**src/core/sleep_standby_params.svh**
```systemverilog
// Register offsets, field positions, reset values and timing counts of the power-down controller
`ifndef SLEEP_STANDBY_PARAMS_SVH
`define SLEEP_STANDBY_PARAMS_SVH
// Register byte offsets
`define SSC_OFF_STBYCR 8'h00
`define SSC_OFF_INTCR1 8'h04
`define SSC_OFF_WDTCSR 8'h08
`define SSC_OFF_WDTRST 8'h0c
`define SSC_OFF_WDTCNT 8'h10
`define SSC_OFF_STATUS 8'h14
// Field positions
`define SSC_BIT_STBY_SEL 0
`define SSC_BIT_NMI_EDGE 0
`define SSC_BIT_WDT_OVF 7
`define SSC_BIT_MODE 6
`define SSC_BIT_WDT_EN 5
`define SSC_CKS_HI 2
`define SSC_CKS_LO 0
// Reset values
`define SSC_RST_STBY_SEL 1'b0
`define SSC_RST_NMI_EDGE 1'b0
`define SSC_RST_WDTCSR 8'h00
`define SSC_RST_WDTRST 8'h00
`define SSC_RST_WDTCNT 8'h00
// Acknowledge hold after standby exit, in half external bus clock cycles
`define SSC_ACK_HOLD_HALVES 3
// Master clock cycles per external bus clock cycle
`define SSC_CKE_DIV 4
`endif

```
**src/core/sleep_standby_pkg.sv**
```systemverilog
// Types shared by the power-down controller
package sleep_standby_pkg;
   typedef enum logic [5:0] {
      ST_RUN    = 6'b000001,
      ST_SLEEP  = 6'b000010,
      ST_SSTBY  = 6'b000100,
      ST_WAKE   = 6'b001000,
      ST_POR    = 6'b010000,
      ST_HWSTBY = 6'b100000
   } pwr_state_t;
endpackage : sleep_standby_pkg

```
**src/core/sleep_standby_ctrl.sv**
```systemverilog
// Sleep and software standby controller with watchdog-timed wake-up and bus release handshake
`include "sleep_standby_params.svh"

// Operation
// - Sleep instruction with standby select clear enters sleep, CPU halted, registers kept.
// - In sleep peripherals keep running and both clock output pins keep toggling.
// - In sleep no new external bus release request is granted.
// - Unmasked NMI, external or enabled peripheral interrupt ends sleep, starts handling.
// - DMA address error during sleep ends sleep and starts its exception handling.
// - Low power-on reset pin during sleep enters the power-on reset state.
// - Low hardware standby pin moves the device into hardware standby.
// - Sleep instruction with standby select set enters standby, stops clocks and outputs.
// - Standby keeps retained registers and pulses initialisation of the other units.
// - Standby entry clears watchdog flag, mode, enable, reset control; keeps select, counter.
// - In standby the external bus floats, DRAM control stays, bus request ignored.
// - Standby entered while released drives the acknowledge high, bus still floating.
// - Exit after released entry: request still on keeps released, else normal ownership.
// - Standby from normal ownership floats acknowledge; exit without request drives it high.
// - Exit from normal entry with request on holds acknowledge high 1.5 bus clocks.
// - NMI edge select bit picks falling edge at 0, rising edge at 1.
// - NMI edge in standby restarts oscillator, clocks watchdog only; overflow resumes chip.
// - Low power-on reset pin leaves standby into reset; driver holds it until settled.
module sleep_standby_ctrl #(
   parameter int CKE_DIV = `SSC_CKE_DIV,
   parameter int AW = 8
) (
   // Clock, reset, enable
   input wire logic MCLK,
   input wire logic RST,
   input wire logic CE,
   // APB register port
   input wire logic PSEL,
   input wire logic PENABLE,
   input wire logic PWRITE,
   input wire logic [AW-1:0] PADDR,
   input wire logic [31:0] PWDATA,
   output logic [31:0] PRDATA,
   output logic PREADY,
   output logic PSLVERR,
   // CPU and interrupt sources
   input wire logic SLEEP_EXEC,
   input wire logic EXT_INT_REQ,
   input wire logic [3:0] EXT_INT_LEVEL,
   input wire logic PERIPH_INT_REQ,
   input wire logic PERIPH_INT_EN,
   input wire logic [3:0] PERIPH_INT_LEVEL,
   input wire logic [3:0] CPU_STATUS_MASK,
   input wire logic NMI_PIN,
   input wire logic DMA_ADDR_ERR,
   // Reset and standby pins
   input wire logic POWER_ON_RESET_PIN_N,
   input wire logic HW_STANDBY_PIN_N,
   // External bus release
   input wire logic BUS_RELEASE_REQUEST_N,
   output logic BUS_ACK_N_O,
   output logic BUS_ACK_N_OE,
   output logic EXT_BUS_OE,
   output logic DRAM_CTRL_OE,
   // Clock and module control
   output logic CPU_CLK_EN,
   output logic PERIPH_CLK_EN,
   output logic WDT_CLK_EN,
   output logic OSC_EN,
   output logic BUS_CLOCK_OUT_EN,
   output logic SYSTEM_CLOCK_OUT_EN,
   // Events and state
   output logic PERIPH_INIT,
   output logic INT_EXC_START,
   output logic DMA_ERR_EXC_START,
   output logic POR_ACTIVE,
   output logic HW_STANDBY_ACTIVE
);

   localparam int HOLD_INT = (`SSC_ACK_HOLD_HALVES * CKE_DIV + 1) / 2;
   localparam logic [7:0] HOLD_CYC = HOLD_INT[7:0];

   // Divide-by-two-to-the-(select+1) prescaler tick
   function automatic logic presc_tick(input logic [15:0] presc, input logic [2:0] cks);
      logic [15:0] mask;
      mask = (16'h0002 << cks) - 16'h0001;
      return (presc & mask) == mask;
   endfunction : presc_tick

   sleep_standby_pkg::pwr_state_t state_q, state_d;
   logic stby_sel_q, nmi_edge_sel_q;
   logic [7:0] csr_q, wdt_rst_ctrl_q, cnt_q;
   logic [15:0] presc_q;
   logic nmi_prev_q;
   logic released_q, released_d;
   logic from_rel_q, from_rel_d;
   logic [7:0] hold_q, hold_d;
   logic int_exc_q, int_exc_d, dma_exc_q, dma_exc_d, init_q, init_d;
   logic [31:0] rdata_q;

   // State decode
   wire st_run = state_q == sleep_standby_pkg::ST_RUN;
   wire st_sleep = state_q == sleep_standby_pkg::ST_SLEEP;
   wire st_sstby = state_q == sleep_standby_pkg::ST_SSTBY;
   wire st_wake = state_q == sleep_standby_pkg::ST_WAKE;
   wire st_por = state_q == sleep_standby_pkg::ST_POR;
   wire st_hw = state_q == sleep_standby_pkg::ST_HWSTBY;
   wire standby = st_sstby | st_wake;
   wire req_act = ~BUS_RELEASE_REQUEST_N;
   wire pins_ok = POWER_ON_RESET_PIN_N & HW_STANDBY_PIN_N;

   // Wake sources
   wire ext_ok = EXT_INT_REQ & (EXT_INT_LEVEL > CPU_STATUS_MASK);
   wire per_ok = PERIPH_INT_REQ & PERIPH_INT_EN & (PERIPH_INT_LEVEL > CPU_STATUS_MASK);
   wire nmi_edge = nmi_edge_sel_q ? (NMI_PIN & ~nmi_prev_q) : (~NMI_PIN & nmi_prev_q);
   wire int_accept = nmi_edge | ext_ok | per_ok;

   // Watchdog counting and overflow
   wire [2:0] cks = csr_q[`SSC_CKS_HI:`SSC_CKS_LO];
   wire wdt_run = st_wake | ((st_run | st_sleep) & csr_q[`SSC_BIT_WDT_EN]);
   wire wdt_tick = wdt_run & presc_tick(presc_q, cks);
   wire wdt_ovf = wdt_tick & (cnt_q == 8'hff);
   wire enter_sstby = st_run & pins_ok & SLEEP_EXEC & stby_sel_q;
   wire wake_done = st_wake & pins_ok & wdt_ovf;

   // APB decode
   wire acc = PSEL & PENABLE & CE;
   wire wr = acc & PWRITE;
   wire hit_stby = PADDR == `SSC_OFF_STBYCR;
   wire hit_icr = PADDR == `SSC_OFF_INTCR1;
   wire hit_csr = PADDR == `SSC_OFF_WDTCSR;
   wire hit_rst = PADDR == `SSC_OFF_WDTRST;
   wire hit_cnt = PADDR == `SSC_OFF_WDTCNT;
   wire hit_sts = PADDR == `SSC_OFF_STATUS;
   wire hit = hit_stby | hit_icr | hit_csr | hit_rst | hit_cnt | hit_sts;
   wire [31:0] status_w = {21'h000000, state_q, hold_q != 8'h00, from_rel_q, released_q, BUS_ACK_N_O, EXT_BUS_OE};
   wire [31:0] rd_mux = hit_stby ? {31'h00000000, stby_sel_q} :
                        hit_icr ? {31'h00000000, nmi_edge_sel_q} :
                        hit_csr ? {24'h000000, csr_q} :
                        hit_rst ? {24'h000000, wdt_rst_ctrl_q} :
                        hit_cnt ? {24'h000000, cnt_q} :
                        hit_sts ? status_w : 32'h00000000;
   assign PREADY = CE;
   assign PSLVERR = acc & ~hit;
   assign PRDATA = rdata_q;

   // Mode sequencing; the standby pin wins over the reset pin
   always_comb begin
      state_d = state_q;
      int_exc_d = 1'b0;
      dma_exc_d = 1'b0;
      init_d = 1'b0;
      if (!HW_STANDBY_PIN_N) begin
         state_d = sleep_standby_pkg::ST_HWSTBY;
      end else if (!POWER_ON_RESET_PIN_N) begin
         state_d = sleep_standby_pkg::ST_POR;
      end else begin
         case (state_q)
            sleep_standby_pkg::ST_RUN: begin
               if (SLEEP_EXEC && stby_sel_q) begin
                  state_d = sleep_standby_pkg::ST_SSTBY;
                  init_d = 1'b1;
               end else if (SLEEP_EXEC) begin
                  state_d = sleep_standby_pkg::ST_SLEEP;
               end
            end
            sleep_standby_pkg::ST_SLEEP: begin
               if (int_accept) begin
                  state_d = sleep_standby_pkg::ST_RUN;
                  int_exc_d = 1'b1;
               end else if (DMA_ADDR_ERR) begin
                  state_d = sleep_standby_pkg::ST_RUN;
                  dma_exc_d = 1'b1;
               end
            end
            sleep_standby_pkg::ST_SSTBY: begin
               if (nmi_edge) begin
                  state_d = sleep_standby_pkg::ST_WAKE;
               end
            end
            sleep_standby_pkg::ST_WAKE: begin
               if (wdt_ovf) begin
                  state_d = sleep_standby_pkg::ST_RUN;
                  int_exc_d = 1'b1;
               end
            end
            sleep_standby_pkg::ST_POR: state_d = sleep_standby_pkg::ST_RUN;
            sleep_standby_pkg::ST_HWSTBY: state_d = sleep_standby_pkg::ST_POR;
            default: state_d = sleep_standby_pkg::ST_POR;
         endcase
      end
   end

   // Bus release ownership across sleep and standby
   always_comb begin
      released_d = released_q;
      from_rel_d = from_rel_q;
      hold_d = hold_q;
      if (st_por | st_hw | ~pins_ok) begin
         released_d = 1'b0;
         from_rel_d = 1'b0;
         hold_d = 8'h00;
      end else if (enter_sstby) begin
         from_rel_d = released_q;
      end else if (wake_done) begin
         if (from_rel_q) begin
            released_d = req_act;
         end else if (req_act) begin
            released_d = 1'b0;
            hold_d = HOLD_CYC;
         end else begin
            released_d = 1'b0;
         end
         from_rel_d = 1'b0;
      end else if (st_sleep) begin
         released_d = released_q & req_act;
      end else if (st_run && hold_q != 8'h00) begin
         hold_d = hold_q - 8'h01;
         released_d = hold_q == 8'h01;
      end else if (st_run) begin
         released_d = req_act;
      end
   end

   // Pin and clock controls decoded from the mode; bus pins also use the release flags
   assign BUS_ACK_N_OE = ~st_hw & ~(standby & ~from_rel_q);
   assign BUS_ACK_N_O = standby | ~released_q;
   assign EXT_BUS_OE = ~(standby | st_hw | released_q);
   assign DRAM_CTRL_OE = ~st_hw;
   assign CPU_CLK_EN = st_run | st_por;
   assign PERIPH_CLK_EN = st_run | st_sleep;
   assign WDT_CLK_EN = st_run | st_sleep | st_wake;
   assign OSC_EN = ~st_sstby & ~st_hw;
   assign BUS_CLOCK_OUT_EN = st_run | st_sleep | st_por;
   assign SYSTEM_CLOCK_OUT_EN = st_run | st_sleep | st_por;
   assign PERIPH_INIT = init_q;
   assign INT_EXC_START = int_exc_q;
   assign DMA_ERR_EXC_START = dma_exc_q;
   assign POR_ACTIVE = st_por;
   assign HW_STANDBY_ACTIVE = st_hw;

   // Mode, handshake and event flops
   always_ff @(posedge MCLK or posedge RST) begin
      if (RST) begin
         state_q <= sleep_standby_pkg::ST_POR;
         released_q <= 1'b0;
         from_rel_q <= 1'b0;
         hold_q <= 8'h00;
         int_exc_q <= 1'b0;
         dma_exc_q <= 1'b0;
         init_q <= 1'b0;
         nmi_prev_q <= 1'b0;
         rdata_q <= 32'h00000000;
      end else if (CE) begin
         state_q <= state_d;
         released_q <= released_d;
         from_rel_q <= from_rel_d;
         hold_q <= hold_d;
         int_exc_q <= int_exc_d;
         dma_exc_q <= dma_exc_d;
         init_q <= init_d;
         nmi_prev_q <= NMI_PIN;
         if (PSEL && !PENABLE) begin
            rdata_q <= rd_mux;
         end
      end
   end

   // Standby and interrupt control bits; reset state clears them
   always_ff @(posedge MCLK or posedge RST) begin
      if (RST) begin
         stby_sel_q <= `SSC_RST_STBY_SEL;
         nmi_edge_sel_q <= `SSC_RST_NMI_EDGE;
         wdt_rst_ctrl_q <= `SSC_RST_WDTRST;
      end else if (CE) begin
         if (st_por | st_hw) begin
            stby_sel_q <= `SSC_RST_STBY_SEL;
            nmi_edge_sel_q <= `SSC_RST_NMI_EDGE;
            wdt_rst_ctrl_q <= `SSC_RST_WDTRST;
         end else if (enter_sstby) begin
            wdt_rst_ctrl_q <= `SSC_RST_WDTRST;
         end else begin
            if (wr && hit_stby) stby_sel_q <= PWDATA[`SSC_BIT_STBY_SEL];
            if (wr && hit_icr) nmi_edge_sel_q <= PWDATA[`SSC_BIT_NMI_EDGE];
            if (wr && hit_rst) wdt_rst_ctrl_q <= PWDATA[7:0];
         end
      end
   end

   // Watchdog control, counter and prescaler; overflow set beats a software clear
   always_ff @(posedge MCLK or posedge RST) begin
      if (RST) begin
         csr_q <= `SSC_RST_WDTCSR;
         cnt_q <= `SSC_RST_WDTCNT;
         presc_q <= 16'h0000;
      end else if (CE) begin
         if (st_por | st_hw) begin
            csr_q <= `SSC_RST_WDTCSR;
            cnt_q <= `SSC_RST_WDTCNT;
            presc_q <= 16'h0000;
         end else if (enter_sstby) begin
            csr_q[`SSC_BIT_WDT_OVF] <= 1'b0;
            csr_q[`SSC_BIT_MODE] <= 1'b0;
            csr_q[`SSC_BIT_WDT_EN] <= 1'b0;
         end else begin
            if (wdt_run) presc_q <= presc_q + 16'h0001;
            if (wr && hit_csr) begin
               csr_q[6:0] <= PWDATA[6:0];
               csr_q[`SSC_BIT_WDT_OVF] <= (csr_q[`SSC_BIT_WDT_OVF] & PWDATA[`SSC_BIT_WDT_OVF]) | (wdt_ovf & ~st_wake);
            end else if (wdt_ovf && !st_wake) begin
               csr_q[`SSC_BIT_WDT_OVF] <= 1'b1;
            end
            if (wr && hit_cnt) begin
               cnt_q <= PWDATA[7:0];
            end else if (wdt_tick) begin
               cnt_q <= cnt_q + 8'h01;
            end
         end
      end
   end
endmodule : sleep_standby_ctrl

```
**config.mk**
```make
export PLATFORM = sky130hd
export DESIGN_NAME = sleep_standby_ctrl
export DESIGN_NICKNAME = d
export VERILOG_FILES = /design/src/core/sleep_standby_pkg.sv /design/src/core/sleep_standby_ctrl.sv
export VERILOG_INCLUDE_DIRS = /design/src /design/src/core
export SDC_FILE = /design/constraint.sdc
export NUM_CORES = 1
export LEC_CHECK = 0
export BUFFER_PORTS_ARGS = -buffer_cell sky130_fd_sc_hd__buf_4
export CAP_MARGIN = 0
export CORE_MARGIN = 4
export CORE_UTILIZATION = 45
export DETAILED_ROUTE_END_ITERATION = 8
export GPL_TIMING_DRIVEN = 0
export PLACE_DENSITY = 0.73
export SLEW_MARGIN = 0
export SYNTH_ARGS = -nofsm -noshare
export SYNTH_HDL_FRONTEND = slang
export SYNTH_SLANG_ARGS = --single-unit
```
**constraint.sdc**
```tcl
create_clock -name MCLK -period 4.13 [get_ports MCLK]
set_input_delay 0.6195 -clock MCLK [delete_from_list [all_inputs] [get_ports MCLK]]
set_output_delay 0.6195 -clock MCLK [all_outputs]
set_load 0.02 [all_outputs]
```
Yosys cells after proc, flatten, opt, wreduce, memory -nomap -nowiden
Index checks and enable logic that the tools add are counted.
{ "op_classes": {"addsub": 4, "n_mul": 0, "div": 0, "magnitude_cmp": 2, "n_eq_ne": 23, "shifts": 1, "mux": 69, "n_bitwise": 56, "n_reduce_logical": 37} }
{ "ops": {"columns": ["cell", "count"], "rows": [
  ["$mux 8", 15],
  ["$mux 11", 6],
  ["$mux 16", 3],
  ["$mux 6", 8],
  ["$mux 1", 32],
  ["$pmux 6 s5", 1],
  ["$and 1x1->1", 24],
  ["$or 1x1->1", 19],
  ["$reduce_and 3->1", 6],
  ["$add 16x1->16 const B", 1],
  ["$and 16x16->16", 1],
  ["$eq 16x16->1", 1],
  ["$eq 8x4->1 const B", 2],
  ["$eq 8x5->1 const B", 2],
  ["$shl 2x3->16 const A", 1],
  ["$sub 16x1->16 const B", 1],
  ["$reduce_bool 3->1", 5],
  ["$not 1->1", 12],
  ["$ne 5x4->1 const B", 2],
  ["$reduce_and 2->1", 5],
  ["$logic_and 1x1->1", 9],
  ["$add 8x1->8 const B", 1],
  ["$eq 8x1->1 const B", 1],
  ["$eq 8x3->1 const B", 1],
  ["25 further kinds", 33]
]} }
{ "word_totals": {"ff_bits": 94, "latchBits": 0, "mem_bits_rw": 0, "mem_bits_ro": 0, "in_bits": 67, "out_inout_bits": 49, "word_cells": 209, "mem_count": 0} }

Logic depth before layout (Yosys ltp)
Gate-level depths: netlist (run 1).
{ "logic_depth": {"word_depth": 11, "depth_mapped": 10} }

Least setup slack after synthesis (run 1)
Ideal clock, no wire load.
{ "synth_path": {"kind": "register to output", "startpoint": "register state_q[1]", "endpoint": "output EXT_BUS_OE", "arrival_time_ps": 2248, "required_ps": 3510, "setup_slack_ps": 1262, "stages_incl_launch_ff": 6, "n_path_buf": 1, "cell_sequence": "dfrtp_1 -> buf_6 -> or4_4 -> nor3_1 -> inv_1 -> and3b_1"} }
{ "synth_via": {"elab_cells_between_ends": 7} }
{ "synth_lines": {"columns": ["element", "line_no", "rtl"], "rows": [
  ["from (decl)", "sleep_standby_ctrl.sv:84", "sleep_standby_pkg::pwr_state_t state_q, state_d;"],
  ["from (signal assigned)", "sleep_standby_ctrl.sv:239", "state_q <= sleep_standby_pkg::ST_POR;"],
  ["from (signal assigned)", "sleep_standby_ctrl.sv:249", "state_q <= state_d;"],
  ["$eq 6x6->1", "sleep_standby_ctrl.sv:101", "wire st_hw = state_q == sleep_standby_pkg::ST_HWSTBY;"],
  ["via HW_STANDBY_ACTIVE", "sleep_standby_ctrl.sv:71", "output logic HW_STANDBY_ACTIVE"],
  ["$or 1x1->1 (2 in series)", "sleep_standby_ctrl.sv:222", "assign EXT_BUS_OE = ~(standby | st_hw | released_q);"],
  ["$not 1->1", "sleep_standby_ctrl.sv:222", null],
  ["to (decl)", "sleep_standby_ctrl.sv:57", "output logic EXT_BUS_OE,"]
]} }
The timed path passes the listed nets, and every way through them passes these cells.

Worst setup path after layout (run 1)
{ "layout_path": {"startpoint": "register state_q[2]", "endpoint": "output EXT_BUS_OE"} }
{ "layout_via": {"elab_chain_len": 5, "elab_cells_between_ends": 7} }
{ "layout_rtl": {"columns": ["element", "line_no", "rtl"], "rows": [
  ["$eq 6x3->1 or $eq 6x4->1 (tied branches)", "sleep_standby_ctrl.sv:98, sleep_standby_ctrl.sv:99", null],
  ["$or 1x1->1", "sleep_standby_ctrl.sv:102", "wire standby = st_sstby | st_wake;"],
  ["$or 1x1->1 (*) (2 in series)", "sleep_standby_ctrl.sv:222", null],
  ["$not 1->1 (*)", "sleep_standby_ctrl.sv:222", null]
]} }
Mark *: on every way between the ends. The rest lies on a longest branch, timed or not.

==> flow_metrics.py, run 1 <==
metrics = {
    "timing": {
        "slew_violations": 0,
        "holdWs_ns": 0.420,
        "rsz0062_at_grt": "false",
        "fin_tns_setup_ns": 0,
        "finalCritPeriodShare": 0.766,
        "tightest_slew_ns": 0.810,
        "max_freq_mhz": 316,
        "fin_skew_ns": 0.00657,
        "setup_viol": 0,
        "fin_crit_ns": 3.16,
        "hold_violations": 0,
        "maxSlewHeadroom": 0.460,
    },
    "power_and_ir_drop": {
        "p_sw_frac": 0.347,
        "clock_power_share": 0.301,
        "combPwrFrac": 0.287,
        "power.total_mw": 1.99,
        "intPower_mw": 1.30,
        "p_leak_nw": 2.47,
        "peakVddDrop_mv": 0.244,
        "seq_power_share": 0.412,
        "power-per-cell-area_nw_per_um2": 370,
        "switchingPower_mw": 0.691,
    },
    "placement": {
        "numPlacedInstances": 731,
        "io_buffers": 68,
        "routabilityCongestion": 0.902,
        "hpwl_mm": 9.41,
    },
    "worst_setup_path": {
        "critical_path.cell_chain": "buf_4 -> or4_4 -> nor3_1 -> inv_1 -> and3b_1 -> buf_4",
        "crit_top_cell": "buf_4",
        "critical_path_class": "reg -> out",
        "crit_required_ns": 3.51,
        "worstPathArrival_ns": 2.54,
        "worst_path_max_delay_cell": "nor3_1",
        "path_max_fanout": 9,
        "slowest_delay_ns": 0.57,
        "path_buf_inv": 3,
        "start_kind": "flop",
        "end_kind": "output port",
        "crit_family": "simple AND/OR/NAND/NOR gates",
    },
    "cts": {
        "cts-buffers-inserted": 9,
        "cts_hold_buf": 0,
        "post_cts_buffers": 0,
        "clock-root-buffer": "clkbuf_8",
        "clk_pin_slew_ns": 0.07,
        "clkSinkCount": 65,
        "clk_latency_ns": 0.35,
        "cts_tree": "built",
        "cts_buffer_depth": 2,
        "htree_num_levels": 3,
        "ctsResizeCount": 0,
    },
    "route": {
        "vias_per_cell": 5.60,
        "ant_nets": 0,
        "drt_first_pass_iters": 5,
        "via_count": 4182,
        "totalWireLength_mm": 12.4,
        "wl_per_cell_microns": 16.6,
        "drt-initial-drc-count": 321,
        "drcViolationCount": 0,
    },
    "synthesis": {
        "async_flop_share": 1.00,
        "synth-seq-cells": 65,
        "synth_top_cell_area_share": 0.363,
        "synth_edf_count": 0,
        "yosysWarningCount": 0,
        "syn_area_sq_um": 4410,
        "ys_types": 73,
        "synth_area_leaders": "dfrtp_1 36%, nand2_1 5.7%, o21ai_0 5.0%",
        "yosysTopAreaCell": "dfrtp_1",
        "postSynthCellCount": 514,
        "yosys_most_used_dff": "dfrtp_1",
        "ys_seq_area_frac": 0.369,
        "avgSynthCellArea_sq_um": 8.58,
    },
    "global_route": {
        "grt_max_degree": 66,
        "grt_pass1_vias": 3927,
        "grt_pass1_wl_mm": 19.8,
        "antenna_found_initial": 0,
        "overflow": 0,
        "grt.total_usage": 0.219,
    },
    "outcome": {
        "status": "complete, no violations",
    },
    "die": {
        "die_area_sq_um": 11500,
        "io_pins": 116,
        "start_util": 0.471,
        "num_rows": 35,
        "fp.dieW_microns": 107,
        "die_h_microns": 107,
        "core-area_sq_um": 9370,
    },
    "final_layout": {
        "drive_above_1_share": 0.239,
        "fin_util": 0.573,
        "fill_cells": 879,
        "n_antenna_cell": 0,
        "layout_common_cells": "94 x buf_4, 67 x nand2_1, 64 x dfrtp_1",
        "area_growth_pct": 21.8,
        "layoutNonFillerInstCount": 747,
        "layout_commonest_cell": "buf_4",
        "finalNetCount": 693,
    },
    "worst_hold_path": {
        "hp-class": "in -> async",
    },
    "run": {
        "maxCapViolCount": 0,
    },
}
[worst register-to-register path, cell delays in order, from the launching register on]
cell,delay (ns)
dfrtp_1,0.37
buf_4,0.16
or4_4,0.53
or4_4,0.49
buf_6,0.15
o21ai_1,0.61
or3_1,0.21
buf_2,0.17
o21ai_0,0.12
[state kept, by name, summed over array words and instances, names as in the netlist, 6 cells and up]
name and count:
state_q 6, cnt_q 8, hold_q 8, csr_q 8
presc_q 8, PRDATA 11, wdt_rst_ctrl_q 8
[cells in the mapped netlist, types with 6 or more instances]
master / n
nand2_1: 67
inv_1: 24
a21oi_1: 26
or3_1: 11
nand4_1: 10
and3_1: 6
o21ai_1: 18
ha_1: 13
or4_1: 6
nand2b_1: 6
o21ai_0: 44
buf_2: 7
nand3_1: 16
buf_4: 26
clkbuf_1: 12
dfrtp_1: 64
nor2_1: 29
mux2i_1: 9
o31ai_1: 11
nor3_1: 8
[power groups by stage]
stage / combinational, mW / clock (mW) / sequential (mW)
3_3_place_gp: 0.551 / 0 / 0.824
3_5_place_dp: 0.566 / 0 / 0.828
5_1_grt: 0.640 / 0.634 / 0.832
4_1_cts: 0.569 / 0.604 / 0.816
2_1_floorplan: 0.409 / 0 / 0.798
6_report: 0.572 / 0.598 / 0.820
[path summary, 6_finish.rpt]
path | slack, ns | depth (start not counted) | to | start
max in group asynchronous | 3.16 | 2 | csr_q[5] | RST
worst min register to register | 0.48 | 2 | wdt_rst_ctrl_q[7] | wdt_rst_ctrl_q[7]
min in group MCLK | 0.48 | 2 | wdt_rst_ctrl_q[7] | wdt_rst_ctrl_q[7]
worst max-delay path | 0.97 | 6 | EXT_BUS_OE | state_q[2]
worst min-delay path | 0.42 | 2 | PRDATA[1] | RST
worst max register to register | 1.19 | 8 | cnt_q[7] | state_q[2]
[logic make-up after synthesis]
group                    after synthesis  share of synthesized area
buffers and inverters                 75                     0.0984
flip-flops                            65                      0.369
AO/OA/AOI/OAI                        147                      0.217
multiplexers                          14                     0.0332
XOR/XNOR                               6                     0.0119
other                                  1                   0.000850
adder cells (fa/ha/maj)               13                     0.0369
AND/OR/NAND/NOR                      193                      0.233
[final cells by class]
| type | count | area [sq um] | share of cell area |
|---|---|---|---|
| clock buffers | 11 | 131 | 0.0245 |
| multi-input cells | 394 | 2420 | 0.451 |
| well taps | 129 | 161 | 0.0300 |
| plain buffers | 51 | 344 | 0.0640 |
| inverters | 24 | 92.6 | 0.0172 |
| repair buffers | 68 | 510 | 0.0950 |
| flip-flops and latches | 65 | 1630 | 0.303 |
| clock inverters | 5 | 80.1 | 0.0149 |
[routing by layer]
layer	routed length (microns)	part of all wire	vias to the layer above	global-route usage
met2	5870	0.47	170	0.349
li1	-	-	2006	-
met4	319	0.026	0	0.0731
met1	5270	0.43	1973	0.294
met5	0	0	-	0
met3	943	0.076	33	0.0494
[per-stage QoR]
step                instance area [sq um]  setup slack, ns
global placement                     5160            0.957
detailed placement                   5160            0.952
global route                         5370            0.940
floorplan                            4490             1.26
finish                               5370            0.968
CTS                                  5370             1.02
Power figures use the tool's default switching activity.
==> run 2, diff against run 1 <==
--- a/config.mk
+++ b/config.mk
@@ -12,7 +12,7 @@
 export CORE_UTILIZATION = 45
 export DETAILED_ROUTE_END_ITERATION = 8
 export GPL_TIMING_DRIVEN = 0
-export PLACE_DENSITY = 0.73
+export PLACE_DENSITY = 0.76
 export SLEW_MARGIN = 0
 export SYNTH_ARGS = -nofsm -noshare
 export SYNTH_HDL_FRONTEND = slang
==> constraint.sdc (replaced) <==
create_clock -name MCLK -period 2.65 [get_ports MCLK]
set_input_delay 0.3975 -clock MCLK [delete_from_list [all_inputs] [get_ports MCLK]]
set_output_delay 0.3975 -clock MCLK [all_outputs]
set_load 0.02 [all_outputs]
==> run 2 against run 1 <==
  * Die area unchanged
  * Register-to-register slack got worse by 1.1 ns
  * Sequential power increased by 56%
  * Core utilization increased by 1.2 points
  * Critical path type unchanged
  * Highest routed layer unchanged
==> flow_metrics.py, run 2 (synthesized netlist as in run 1, its figures left out) <==
metrics = {
    "outcome": {
        "status": "complete, no violations",
    },
    "global_route": {
        "grt_pass1_wl_mm": 20.2,
        "grt_max_degree": 41,
        "grt.total_usage": 0.222,
        "grt_pass1_vias": 3959,
        "antenna_found_initial": 0,
        "overflow": 0,
    },
    "placement": {
        "routabilityCongestion": 0.906,
        "hpwl_mm": 9.59,
        "pre_cts_ws_ns": -0.296,
        "numPlacedInstances": 732,
        "io_buffers": 68,
        "placedInstanceArea_sq_um": 5180,
    },
    "worst_setup_path": {
        "critical_path_class": "reg -> out",
        "rr_startpoint": "state_q[2]",
        "start_kind": "flop",
        "worstPathArrival_ns": 2.22,
        "critical_path.cell_chain": "buf_4 -> or4_4 -> or3_1 -> nand3_1 -> buf_4 -> buf_4",
        "timing.rr.end": "csr_q[0]",
        "crit_required_ns": 2.25,
        "startpoint": "state_q[2]",
        "crit_top_cell": "buf_4",
        "path_max_fanout": 9,
        "crit_family": "simple AND/OR/NAND/NOR gates",
        "end_kind": "output port",
        "worst_path_max_delay_cell": "or4_4",
        "cp.depth": 6,
        "path_buf_inv": 3,
        "rr_worst_depth": 9,
        "slowest_delay_ns": 0.53,
        "endpoint": "SYSTEM_CLOCK_OUT_EN",
        "r2r_setup_slack_ns": 0.05,
    },
    "timing": {
        "finalCritPeriodShare": 0.988,
        "hold_violations": 0,
        "fin_crit_ns": 2.62,
        "fin_skew_ns": 0.0110,
        "setup_viol": 0,
        "fin_tns_setup_ns": 0,
        "fin_ws_ns": 0.0325,
        "max_freq_mhz": 382,
        "maxSlewHeadroom": 0.419,
        "tightest_slew_ns": 0.870,
        "holdWs_ns": 0.237,
        "rsz0062_at_grt": "true",
        "slew_violations": 0,
    },
    "route": {
        "drt-initial-drc-count": 392,
        "totalWireLength_mm": 12.6,
        "via_count": 4278,
        "drt_first_pass_iters": 5,
        "ant_nets": 0,
        "wl_per_cell_microns": 16.9,
        "drcViolationCount": 0,
        "vias_per_cell": 5.70,
    },
    "power_and_ir_drop": {
        "peakVddDrop_mv": 0.474,
        "power.total_mw": 3.08,
        "p_leak_nw": 2.52,
        "power-per-cell-area_nw_per_um2": 561,
    },
    "final_layout": {
        "final_area_sq_um": 5490,
        "drive_above_1_share": 0.267,
        "largest_reg_flops": 11,
        "area_growth_pct": 24.4,
        "layout_common_cells": "99 x buf_4, 67 x nand2_1, 60 x dfrtp_1",
        "fill_cells": 871,
        "layout_commonest_cell": "buf_4",
        "fin_util": 0.586,
        "n_antenna_cell": 0,
        "finalNetCount": 696,
        "layoutNonFillerInstCount": 750,
    },
    "die": {
        "start_util": 0.471,
        "fp.dieW_microns": 107,
        "num_rows": 35,
        "core-area_sq_um": 9370,
        "die_h_microns": 107,
        "die_area_sq_um": 11500,
        "io_pins": 116,
    },
    "cts": {
        "cts-buffers-inserted": 9,
        "clock-root-buffer": "clkbuf_8",
        "cts_buffer_depth": 2,
        "clk_pin_slew_ns": 0.07,
        "htree_num_levels": 3,
        "cts_hold_buf": 0,
        "clk_latency_ns": 0.35,
        "cts_tree": "built",
        "clkSinkCount": 65,
    },
    "worst_hold_path": {
        "hp-class": "in -> async",
    },
    "run": {
        "maxCapViolCount": 0,
    },
}
[run 2: cell types whose count changed in the layout (fill, tap and decap cells not counted), moves of 3 or more]
cell	change
dfrtp_2	+4
buf_2	-3
buf_4	+5
dfrtp_1	-4
[run 2: repair_timing]
item | in CTS | in global routing
pin swaps | 2 | 5
gates resized for setup | 8 | 18
setup endpoints to repair | 28 | 30
setup buffers | 4 | 0
[run 2: worst min path at each step]
| stage | to | slack [ns] | depth (start not counted) |
|---|---|---|---|
| after floorplan | wdt_rst_ctrl_q[7] | 0.45 | 2 |
| after global placement | wdt_rst_ctrl_q[7] | 0.46 | 2 |
| after detailed placement | wdt_rst_ctrl_q[0] | 0.47 | 2 |
| after CTS | state_q[5] | 0.26 | 2 |
| after global routing | state_q[5] | 0.26 | 2 |
| final | PRDATA[4] | 0.24 | 2 |
[run 2: per-layer routing]
| layer | global-route usage | part of all wire | vias up |
|---|---|---|---|
| met4 | 0.0420 | 0.013 | 0 |
| met3 | 0.0686 | 0.10 | 19 |
| met2 | 0.364 | 0.48 | 219 |
| met1 | 0.293 | 0.40 | 2029 |
| met5 | 0 | 0 | - |
| li1 | - | - | 2011 |
[run 2: area by class of cell]
type	count	area, sq um	area share
multi-input combinational	394	2510	0.457
inverter	24	90.1	0.0164
tap	129	161	0.0294
timing repair buffer	73	561	0.102
sequential	65	1630	0.297
clock inverter	3	40.0	0.00729
buffer	49	345	0.0629
clock buffer	13	149	0.0271
[run 2: power breakdown]
| group | switching [mW] | internal, mW | leakage (nW) | total [mW] |
|---|---|---|---|---|
| sequential | 0.152 | 1.13 | 0.872 | 1.28 |
| clock | 0.392 | 0.459 | 0.0974 | 0.851 |
| combinational | 0.543 | 0.402 | 1.55 | 0.945 |
| total | 1.09 | 1.99 | 2.52 | 3.08 |
[run 2: worst reg2reg max path: stages (launching register included)]
cell     delay (ns)
dfrtp_1        0.36
buf_4          0.16
or4_4          0.53
or4_4          0.49
buf_6          0.16
o21a_4         0.24
buf_6          0.14
buf_8          0.15
o21ai_4        0.12
o21ai_0        0.13
==> run 3, diff against run 2 <==
--- a/config.mk
+++ b/config.mk
@@ -6,14 +6,13 @@
 export SDC_FILE = /design/constraint.sdc
 export NUM_CORES = 1
 export LEC_CHECK = 0
-export BUFFER_PORTS_ARGS = -buffer_cell sky130_fd_sc_hd__buf_4
 export CAP_MARGIN = 0
 export CORE_MARGIN = 4
 export CORE_UTILIZATION = 45
 export DETAILED_ROUTE_END_ITERATION = 8
+export DONT_BUFFER_PORTS = 1
 export GPL_TIMING_DRIVEN = 0
-export PLACE_DENSITY = 0.76
-export SLEW_MARGIN = 0
+export PLACE_DENSITY = 0.65
 export SYNTH_ARGS = -nofsm -noshare
 export SYNTH_HDL_FRONTEND = slang
 export SYNTH_SLANG_ARGS = --single-unit
==> run 3 against run 2 <==
  * The run now ends with negative setup slack left
  * Clock-buffer cell count is 1 lower
  * Die area stayed put
  * Sequential power hardly changed
  * Hold slack worse by 0.15 ns
  * Register-to-register slack hardly changed
  * Global-route usage is 0.35 points higher
  * Critical path depth is 1 lower
  * Sequential share of layout area is 2.1 points higher
  * Non-clock buffer count is 55 lower
==> flow_metrics.py, run 3 (synthesized netlist as in run 1, its figures left out) <==
metrics = {
    "worst_setup_path": {
        "rr_worst_depth": 9,
        "timing.rr.end": "presc_q[3]",
        "crit_required_ns": 2.25,
        "crit_family": "simple AND/OR/NAND/NOR gates",
        "critical_path_class": "reg -> out",
        "rr_startpoint": "state_q[1]",
        "r2r_setup_slack_ns": 0.06,
        "path_buf_inv": 2,
        "critical_path.cell_chain": "clkbuf_4 -> or4_4 -> or3_1 -> nand3_2 -> buf_4",
        "start_kind": "flop",
        "end_kind": "output port",
        "worst_path_max_delay_cell": "or4_4",
        "path_max_fanout": 10,
        "worstPathArrival_ns": 2.26,
        "slowest_delay_ns": 0.59,
    },
    "timing": {
        "fin_crit_ns": 2.66,
        "hold_violations": 0,
        "maxSlewHeadroom": 0.447,
        "tightest_slew_ns": 0.829,
        "holdWs_ns": 0.0848,
        "finalCritPeriodShare": 1.00,
        "rsz0062_at_grt": "true",
        "slew_violations": 0,
        "fin_ws_ns": -0.00841,
        "fin_skew_ns": 0.00724,
        "max_freq_mhz": 376,
        "setup_viol": 1,
    },
    "cts": {
        "clk_pin_slew_ns": 0.07,
        "cts_buffer_depth": 2,
        "cts_tree": "built",
        "clk_latency_ns": 0.36,
        "htree_num_levels": 3,
        "cts-buffers-inserted": 9,
        "clkSinkCount": 65,
        "clock-root-buffer": "clkbuf_8",
    },
    "global_route": {
        "grt.total_usage": 0.226,
        "grt_pass1_wl_mm": 20.3,
        "antenna_found_initial": 0,
        "grt_pass1_vias": 3873,
        "grt_max_degree": 66,
        "overflow": 0,
    },
    "placement": {
        "pre_cts_ws_ns": -0.467,
        "routabilityCongestion": 0.937,
        "io_buffers": 0,
        "hpwl_mm": 9.26,
    },
    "final_layout": {
        "seqCellArea_sq_um": 1630,
        "finalNetCount": 642,
        "area_growth_pct": 16.1,
        "fill_cells": 898,
        "n_antenna_cell": 0,
        "multi_input_area_sq_um": 2560,
        "layout_commonest_cell": "nand2_1",
        "largest_reg_flops": 11,
        "drive_above_1_share": 0.207,
        "layout_common_cells": "67 x nand2_1, 61 x dfrtp_1, 45 x buf_4",
    },
    "die": {
        "die_area_sq_um": 11500,
        "start_util": 0.471,
        "io_pins": 116,
        "die_h_microns": 107,
        "fp.dieW_microns": 107,
        "num_rows": 35,
        "core-area_sq_um": 9370,
    },
    "route": {
        "drt-initial-drc-count": 254,
        "ant_nets": 0,
        "drcViolationCount": 0,
        "totalWireLength_mm": 12.7,
        "via_count": 4003,
        "wl_per_cell_microns": 18.2,
        "vias_per_cell": 5.76,
        "drt_first_pass_iters": 5,
    },
    "worst_hold_path": {
        "hp-class": "in -> async",
    },
    "run": {
        "maxCapViolCount": 0,
    },
    "power_and_ir_drop": {
        "peakVddDrop_mv": 0.371,
        "power-per-cell-area_nw_per_um2": 598,
        "p_leak_nw": 2.26,
    },
    "outcome": {
        "violations": "negative setup slack",
        "status": "complete, but fails checks",
    },
}
## run 3: changes by cell type in the layout (fill, tap and decap cells not counted), sizes merged
cell	before	now
o21ai	64	65
buf	109	54
clkbuf	25	24
## run 3: worst max-delay path by stage
stage | startpoint | depth (start not counted) | slack [ns] | end
finish | state_q[0] | 5 | -0.008 | SYSTEM_CLOCK_OUT_EN
global route | state_q[1] | 5 | -0.12 | EXT_BUS_OE
CTS | state_q[1] | 5 | -0.07 | EXT_BUS_OE
detailed placement | state_q[1] | 5 | -0.47 | EXT_BUS_OE
global placement | state_q[1] | 5 | -0.41 | EXT_BUS_OE
floorplan | state_q[1] | 5 | 0.004 | EXT_BUS_OE
## run 3: metal layers
metal  vias to the layer above  global-route usage  wire (microns)
li1                       1911                   -               -
met1                      1905               0.303            5480
met2                       156               0.360            5990
met3                        31              0.0488             833
met4                         0              0.0813             355
met5                         -                   0               0
## run 3: timing repair
action                     CTS  global route
gates resized for setup     13            24
hold buffers                 0             0
gates cloned                 0             2
setup endpoints to repair   33            34
pin swaps                    7            11
buffers inserted            12             7
## run 3: cell type report
cell class	instances	area share
clock inverter	3	0.00782
sequential	65	0.319
tap	129	0.0315
multi-input combinational	395	0.501
inverter	24	0.0181
timing repair buffer	20	0.0288
buffer	47	0.0640
clock buffer	12	0.0303
## run 3: worst reg2reg max path, cell delays in order, from the launching register on
cell,delay [ns]
dfrtp_1,0.37
buf_6,0.13
or4_4,0.54
or4_4,0.63
o21a_4,0.26
buf_6,0.14
buf_8,0.15
nand3_2,0.06
xor2_1,0.14
nor2_1,0.05
## run 3: through the flow
stage	total power, mW	setup TNS [ns]	cell area (sq um)	cells	util
floorplan	1.88	0	4490	534	-
global placement	2.06	-14.29	4650	663	0.496
detailed placement	2.09	-4.91	4650	663	0.496
CTS	3.02	-0.121	4970	688	0.531
global route	3.24	-0.204	5120	695	0.546
finish	3.06	-0.00841	5120	695	0.546
## run 3: power by group
part,internal (mW),switching (mW)
registers,1.13,0.124
logic,0.371,0.567
clock network,0.478,0.390
